**config.mk**
```make
export PLATFORM = sky130hd
export DESIGN_NAME = dcsw_top
export DESIGN_NICKNAME = d
export VERILOG_FILES = /design/src/design/dcsw_top.v
export VERILOG_INCLUDE_DIRS = /design/src /design/src/design
export SDC_FILE = /design/constraint.sdc
export NUM_CORES = 1
export LEC_CHECK = 0
export ABC_AREA = 0
export ABC_CLOCK_PERIOD_IN_PS = 2270
export BUFFER_PORTS_ARGS = -buffer_cell sky130_fd_sc_hd__buf_2
export CAP_MARGIN = 20
export CORE_ASPECT_RATIO = 1.75
export CORE_MARGIN = 2
export CORE_UTILIZATION = 25
export DETAILED_ROUTE_END_ITERATION = 8
export MAX_ROUTING_LAYER = met4
export PLACE_DENSITY = 0.48
export SETUP_SLACK_MARGIN = 0.3
export SLEW_MARGIN = 40
export SYNTH_ARGS = -nofsm -noshare
export SYNTH_HDL_FRONTEND = slang
export SYNTH_SLANG_ARGS = --single-unit
```
**constraint.sdc**
```tcl
create_clock -name core_clk -period 2.27 [get_ports core_clk]
set_input_delay 0.227 -clock core_clk [delete_from_list [all_inputs] [get_ports core_clk]]
set_output_delay 0.227 -clock core_clk [all_outputs]
set_load 0.02 [all_outputs]
```
**src/design/dcsw_defines.vh**
```
// Purpose: constants for the drive command/status word block
// Assumes: plain register port, 16-bit data in low bits
// Notes: offsets are word indices on the plain port
`ifndef DCSW_DEFINES_VH
`define DCSW_DEFINES_VH

`define DCSW_ADDR_W 4
`define DCSW_OFS_CMD 4'h0
`define DCSW_OFS_STATUS 4'h1
`define DCSW_CMD_RESET 16'h0000
`define DCSW_STATUS_RESET 16'h0000

// command word bit positions
`define DCSW_CMD_RUN 0
`define DCSW_CMD_COAST_N 1
`define DCSW_CMD_QUICK_N 2
`define DCSW_CMD_ENABLE 3
`define DCSW_CMD_FAULT_CLR 7

// status word bit positions
`define DCSW_ST_SW_ON_EN 0
`define DCSW_ST_SWITCHED_ON 1
`define DCSW_ST_RUNNING 2
`define DCSW_ST_FAULT 3
`define DCSW_ST_COAST_N 4
`define DCSW_ST_QUICK_N 5
`define DCSW_ST_SW_ON_DIS 6
`define DCSW_ST_REMOTE 9
`define DCSW_ST_SETPOINT 10
`define DCSW_ST_LIMIT 11

// sequencer state code for start-disabled
`define DCSW_SEQ_START_DISABLED 3'h0

`endif

```
**src/design/dcsw_top.v**
```verilog
// Purpose: drive command word interpreter and status word builder
// Assumes: all inputs are on core_clk, from the register port, local controls, sequencer and ramp logic
// Notes: command applied to sequencer only in remote mode, whatever remote_comms_sel
//
// Behaviour
// command word applied only in remote mode
// bit 0 drives forward run only
// coast stop input is bit1 AND local
// fast stop input is bit2 AND local
// enable is bit3 AND local enable
// bit 7 rising edge clears fault
// master writes fixed unimplemented bit values
// master writes 047F run, 047E stop
// 16-bit status, unsupported bits read zero
// status bit 0 is switch-on-enable
// status bit 1 is switched-on
// status bit 2 is running
// status bit 3 is tripped
// status bit 4 coast stop, mode dependent
// status bit 5 fast stop, mode dependent
// status bit 6 set in start-disabled
// status bit 9 remote and select set
// status bit 10 when not ramping
// status bit 11 on torque/current limit
// trip leaves only on reset rising edge
// sequencer state codes zero to seven
// command word resets to zero
//
// Local design decisions: the placing of the registers and strobed register access.
`include "dcsw_defines.vh"

module dcsw_top (
  input wire core_clk,
  input wire resetn,
  input wire [3:0] reg_addr,
  input wire [15:0] reg_wdata,
  input wire reg_wr,
  input wire reg_rd,
  output reg [15:0] reg_rdata,
  input wire remote_mode,
  input wire remote_comms_sel,
  input wire local_forward_run,
  input wire local_reverse_run,
  input wire local_latched_stop,
  input wire local_coast_stop_n,
  input wire local_fast_stop_n,
  input wire local_drive_enable,
  input wire local_fault_clear,
  input wire [2:0] seq_state,
  input wire seq_switch_on_enable,
  input wire seq_switched_on,
  input wire seq_running,
  input wire seq_tripped,
  input wire ramp_active,
  input wire vector_mode,
  input wire torque_limit,
  input wire current_limit,
  output reg forward_run,
  output reg reverse_run,
  output reg latched_stop,
  output reg coast_off_command_n,
  output reg quick_off_command_n,
  output reg drive_enable,
  output reg remote_fault_clear,
  output reg fault_clear_pulse,
  output reg [15:0] status_word
);

  ////////////////////////////////////////////////////////////////////////
  reg [15:0] cmd_reg;
  reg fclr_prev_reg;
  wire fclr_src;
  wire coast_n_next;
  wire quick_n_next;
  reg [15:0] status_next;

  // command word store; unimplemented bits kept as written
  always @(posedge core_clk or negedge resetn) begin
    if (!resetn) begin
      cmd_reg <= `DCSW_CMD_RESET;
    end else if (reg_wr && reg_addr == `DCSW_OFS_CMD) begin
      cmd_reg <= reg_wdata;
    end
  end

  // read data one cycle after strobe; unmapped reads zero
  always @(posedge core_clk or negedge resetn) begin
    if (!resetn) begin
      reg_rdata <= 16'h0000;
    end else if (reg_rd) begin
      case (reg_addr)
        `DCSW_OFS_CMD: reg_rdata <= cmd_reg;
        `DCSW_OFS_STATUS: reg_rdata <= status_word;
        default: reg_rdata <= 16'h0000;
      endcase
    end else begin
      reg_rdata <= 16'h0000;
    end
  end

  ////////////////////////////////////////////////////////////////////////
  // local stop inputs always take part, so a local stop wins in any mode
  assign coast_n_next = remote_mode ? (cmd_reg[`DCSW_CMD_COAST_N] & local_coast_stop_n)
                                    : local_coast_stop_n;
  assign quick_n_next = remote_mode ? (cmd_reg[`DCSW_CMD_QUICK_N] & local_fast_stop_n)
                                    : local_fast_stop_n;
  assign fclr_src = remote_mode ? cmd_reg[`DCSW_CMD_FAULT_CLR] : local_fault_clear;

  // sequencer inputs, registered so every output leaves a flip-flop
  always @(posedge core_clk or negedge resetn) begin
    if (!resetn) begin
      forward_run <= 1'b0;
      reverse_run <= 1'b0;
      latched_stop <= 1'b0;
      coast_off_command_n <= 1'b0;
      quick_off_command_n <= 1'b0;
      drive_enable <= 1'b0;
      remote_fault_clear <= 1'b0;
      fclr_prev_reg <= 1'b0;
      fault_clear_pulse <= 1'b0;
    end else begin
      if (remote_mode) begin
        forward_run <= cmd_reg[`DCSW_CMD_RUN];
        reverse_run <= 1'b0;
        latched_stop <= 1'b0;
        drive_enable <= cmd_reg[`DCSW_CMD_ENABLE] & local_drive_enable;
      end else begin
        forward_run <= local_forward_run;
        reverse_run <= local_reverse_run;
        latched_stop <= local_latched_stop;
        drive_enable <= local_drive_enable;
      end
      coast_off_command_n <= coast_n_next;
      quick_off_command_n <= quick_n_next;
      remote_fault_clear <= fclr_src;
      fclr_prev_reg <= fclr_src;
      // a 0 to 1 step gives a clear pulse only while seq_tripped is set
      fault_clear_pulse <= fclr_src & ~fclr_prev_reg & seq_tripped;
    end
  end

  ////////////////////////////////////////////////////////////////////////
  // status word assembly; bits 7, 8, 12..15 stay zero
  always @* begin
    status_next = 16'h0000;
    status_next[`DCSW_ST_SW_ON_EN] = seq_switch_on_enable;
    status_next[`DCSW_ST_SWITCHED_ON] = seq_switched_on;
    status_next[`DCSW_ST_RUNNING] = seq_running;
    status_next[`DCSW_ST_FAULT] = seq_tripped;
    status_next[`DCSW_ST_COAST_N] = remote_mode ? cmd_reg[`DCSW_CMD_COAST_N]
                                                : local_coast_stop_n;
    status_next[`DCSW_ST_QUICK_N] = remote_mode ? cmd_reg[`DCSW_CMD_QUICK_N]
                                                : local_fast_stop_n;
    status_next[`DCSW_ST_SW_ON_DIS] = (seq_state == `DCSW_SEQ_START_DISABLED);
    status_next[`DCSW_ST_REMOTE] = remote_mode & remote_comms_sel;
    status_next[`DCSW_ST_SETPOINT] = ~ramp_active;
    status_next[`DCSW_ST_LIMIT] = vector_mode ? torque_limit : current_limit;
  end

  // registered status; one cycle behind its sources
  always @(posedge core_clk or negedge resetn) begin
    if (!resetn) begin
      status_word <= `DCSW_STATUS_RESET;
    end else begin
      status_word <= status_next;
    end
  end

endmodule // dcsw_top

```
* Word-level counts from Yosys, hierarchy flattened
Index checks and enable logic that the tools add are counted.
** Word-level totals
- Output and inout port bits :: 40
- Bits in registers :: 50
- Input bits :: 44
- Word-level logic and storage cells :: 35
** Cells by class
- Bitwise gates (word level) :: 8
- Mux-type cells :: 12
- Equal/unequal tests :: 1
- Reductions and logical operators :: 3
** Operators with widths (number)
- case mux 16 bit (2 select lines) :: 1
- two-way mux 16 bit :: 1
- two-way mux 1 bit :: 10
- bitwise AND 1 bit :: 6
- equality test 4 x 1 -> 1 bit (second input constant) :: 1
- logical NOT 4 bit :: 1
- logical NOT 3 bit :: 1
- NOT 1 bit :: 2
- logical AND 1 bit :: 1

* Depth between registers and ports, before layout
- Depth after elaboration :: 3
- Gate-level depth with buffers :: 4
- Mapped depth without buffers :: 3

* Worst setup path after synthesis
Ideal clock, no wire load.
- Path type :: input-to-reg
- From :: input reg_addr[3]
- To :: register cmd_reg[10]
- Setup slack :: 940 ps
- Data required time :: 2145 ps
- Buffers on the path :: 1
- Library setup time :: 125 ps
- Data arrival time :: 1205 ps
- Stages on the path :: 4
- Cell sequence :: nor4_4 nand2_4 buf_6 mux2_4
** Between the ends
- Word-level cells in the longest chain between the ends :: 2
** Ends and longest elaborated chain
- start, declared :: line dcsw_top.v:35 : input wire [3:0] reg_addr,
- logical NOT 4 bit
- logical AND 1 bit (no source line)
- end signal, assigned :: line dcsw_top.v:80 : cmd_reg <= `DCSW_CMD_RESET;
- end signal, assigned :: line dcsw_top.v:82 : cmd_reg <= reg_wdata;
- end, declared :: line dcsw_top.v:70 : reg [15:0] cmd_reg;
No other way between the ends.
A chain may end at the register's enable or synchronous reset.

* Final worst setup path
- From :: input reg_addr[3]
- To :: register reg_rdata[10]
** Between the ends
- Word-level cells in the longest chain between the ends :: 3
- Elaborated cells between the ends (all ways) :: 4
- Those cells by class :: 1 x eq/ne; 2 x mux; 1 x reduce/logical
** Ends and longest elaborated chain
- equality test 4 x 1 -> 1 bit / logical NOT 4 bit (equally long branches) :: line dcsw_top.v:91 : case (reg_addr)
- case mux 16 bit (2 select lines) (*) :: line dcsw_top.v:91
- two-way mux 16 bit (*) :: line dcsw_top.v:90 : end else if (reg_rd) begin
- end signal, assigned :: line dcsw_top.v:92 : `DCSW_OFS_CMD: reg_rdata <= cmd_reg;
- end signal, assigned :: line dcsw_top.v:93 : `DCSW_OFS_STATUS: reg_rdata <= status_word;
- end, declared :: line dcsw_top.v:39 : output reg [15:0] reg_rdata,
Every way passes the cells marked *; elsewhere a longest branch is shown, timed or not.

==> summary.txt <==
Outcome
  – Run status: completed

Power and ir drop
  – Power Density: 823.1 nW/um^2
  – Peak VDD IR: 275.8 uV
  – Leak: 1.349 nW

Clock network
  – Clk slew on worst S/H paths: 0.06 ns
  – CTS tree: built
  – CTS buffer count: 5
  – Post-CTS sizing: 0
  – Post-CTS setup repair buffer count: 0
  – Worst-Skew Late Latency: 0.28 ns
  – Clk buf depth: 2
  – H-tree level count: 2
  – Clk root buf: clkbuf_16
  – # clock sinks: 50
  – # hold bufs at CTS: 1

Finish
  – Fin util: 0.3420
  – Antenna diodes: 0
  – Layout area overhead: 33.18%
  – Share of cells above drive strength 1: 0.5505
  – Commonest non-fill, non-tap cell in the layout: buf_2
  – Layout Nets: 242
  – Commonest cells after routing, fill and taps aside: buf_2 (77), dfrtp_1 (50), mux2_2 (11), a22o_1 (10), mux2_4 (10)

Floorplanning
  – Die area: 8107 um^2
  – Core Footprint: 7182 um^2
  – Num ports: 84
  – Die W: 68.93 um
  – Cell row count: 41
  – Initial Util: 0.2568
  – Chip Height: 117.6 um

Route
  – Via Count: 1178
  – Routed vias/inst: 4.148
  – Avg WL per Cell: 14.32 um
  – Final WL: 4.068 mm
  – DR pass1 iterations: 4
  – Drt drc: 0
  – Post-DRT Antenna Nets: 0
  – Initial drt markers: 79

Timing
  – Final period util: 0.5893
  – Final WS setup: 0.9324 ns
  – Final Hold Viols: 0
  – Unrepaired setup endpoints after global routing: no
  – Final setup fails: 0
  – Setup_tns: 0 ns
  – Pins over their slew limit: 0
  – Rel. slew slack: 0.6563
  – Clock skew: 0.003717 ns
  – Worst-Margin Slew: 0.5155 ns
  – Final min period: 1.338 ns
  – Fmax: 747.6 MHz

Global routing
  – Initial antenna violation count: 0
  – Gr ovfl total: 0
  – Largest net degree at the start of global routing: 23
  – Vias in the first global route: 1231
  – Gr usage total: 0.1121
  – First-pass GRT wire length: 6.334 mm

Synth
  – Synth cell types: 20
  – Seq/Total Area, Yosys: 0.6784
  – Yosys warnings: 0
  – Synth Register Bits: 50
  – Synth Instances: 114
  – Syn Area/Cell: 16.18 um^2
  – Synth Cell Area: 1844 um^2

Worst setup path
  – Worst Path Arrival: 1.56 ns
  – Crit. End Element: flip-flop
  – Setup CP Type: in -> reg
  – FF-to-FF path depth: 2
  – Top fanout value on the critical path: 10
  – Worst Path Required: 2.49 ns
  – Type of origin of the critical path: input pin

Placement
  – Final Wtd Congestion: 0.6907
  – Pre-CTS setup slack: 0.6171 ns
  – Hpwl dp: 2.964 mm
  – Port Buffers: 77

Flow run
  – Max-cap violations: 0

Min path
  – Hold Path Cell Cnt: 1
  – Hold Crit Class: in -> reg
## area by class of cell
cell class / instances / area [um^2]
clock buffers: 7 / 132.6
multi-input cells: 56 / 531.8
fillers: 732 / 4726
flip-flops and latches: 50 / 1251
inverters: 4 / 15.01
repair buffers: 81 / 417.9
well taps: 86 / 107.6
## Yosys cell counts
cell type,n,area [um^2]
nor4_4,1,21.27
nor3_1,1,5.000
and2_1,2,12.51
nor4_2,1,12.51
conb_1,1,3.750
mux2_4,10,150.1
inv_1,4,15.01
and3b_1,1,8.760
and3_1,6,37.54
buf_4,6,45.04
a22o_1,10,87.58
nor2b_1,2,12.51
dfrtp_1,50,1251
a21boi_0,3,22.52
nand2_1,1,3.750
buf_2,1,5.000
clkbuf_1,1,3.750
buf_6,1,11.26
mux2_2,11,123.9
nand2_4,1,11.26
## through the flow
| stage | instance area [um^2] | power (mW) | hold slack [ns] | cells |
|---|---|---|---|---|
| 2_1_floorplan | 1863 | 1.223 | -0.06859 | 119 |
| 3_3_place_gp | 2313 | 1.337 | 0.1468 | 276 |
| 3_5_place_dp | 2313 | 1.341 | 0.1443 | 276 |
| 4_1_cts | 2456 | 2.048 | 0.03744 | 284 |
| 5_1_grt | 2456 | 2.118 | 0.03732 | 284 |
| 6_report | 2456 | 2.022 | 0.04358 | 284 |
## worst paths after layout
path	start	to	slack, ns
setup / recovery	reg_addr[3]	reg_rdata[10]	0.93
hold / removal	seq_switch_on_enable	status_word[0]	0.04
setup reg to reg	cmd_reg[7]	fault_clear_pulse	1.29
hold reg to reg	status_word[3]	reg_rdata[3]	0.49
max in group asynchronous	resetn	reg_rdata[10]	1.31
min in group asynchronous	resetn	cmd_reg[7]	0.36
## kinds of logic after synthesis
family          after synthesis  share of synthesized area
compound gates               13                    0.05970
other cells                   1                   0.002033
buf+inv                      13                    0.04341
flops                        50                     0.6784
simple gates                 16                    0.06784
mux                          21                     0.1486
## report_power, final
part           internal [mW]  switching (mW)  total (mW)
Sequential             0.990          0.0548        1.04
Clock                  0.403           0.295       0.698
Combinational          0.146           0.133       0.279
## layer usage
metal | vias to the layer above | GRT usage | part of all wire | wire length (um)
met4 | 0 | 0.06250 | 0.029 | 118
met5 | - | - | 0 | 0
met2 | 52 | 0.1731 | 0.48 | 1968
met1 | 571 | 0.1313 | 0.41 | 1656
met3 | 6 | 0.02390 | 0.080 | 325
li1 | 549 | - | - | -
## critical path, stage by stage
cell    delay [ns]
buf_2         0.12
nor4_4        0.46
and2_1        0.52
a22o_1        0.22
(Power assumes the default switching activity.)
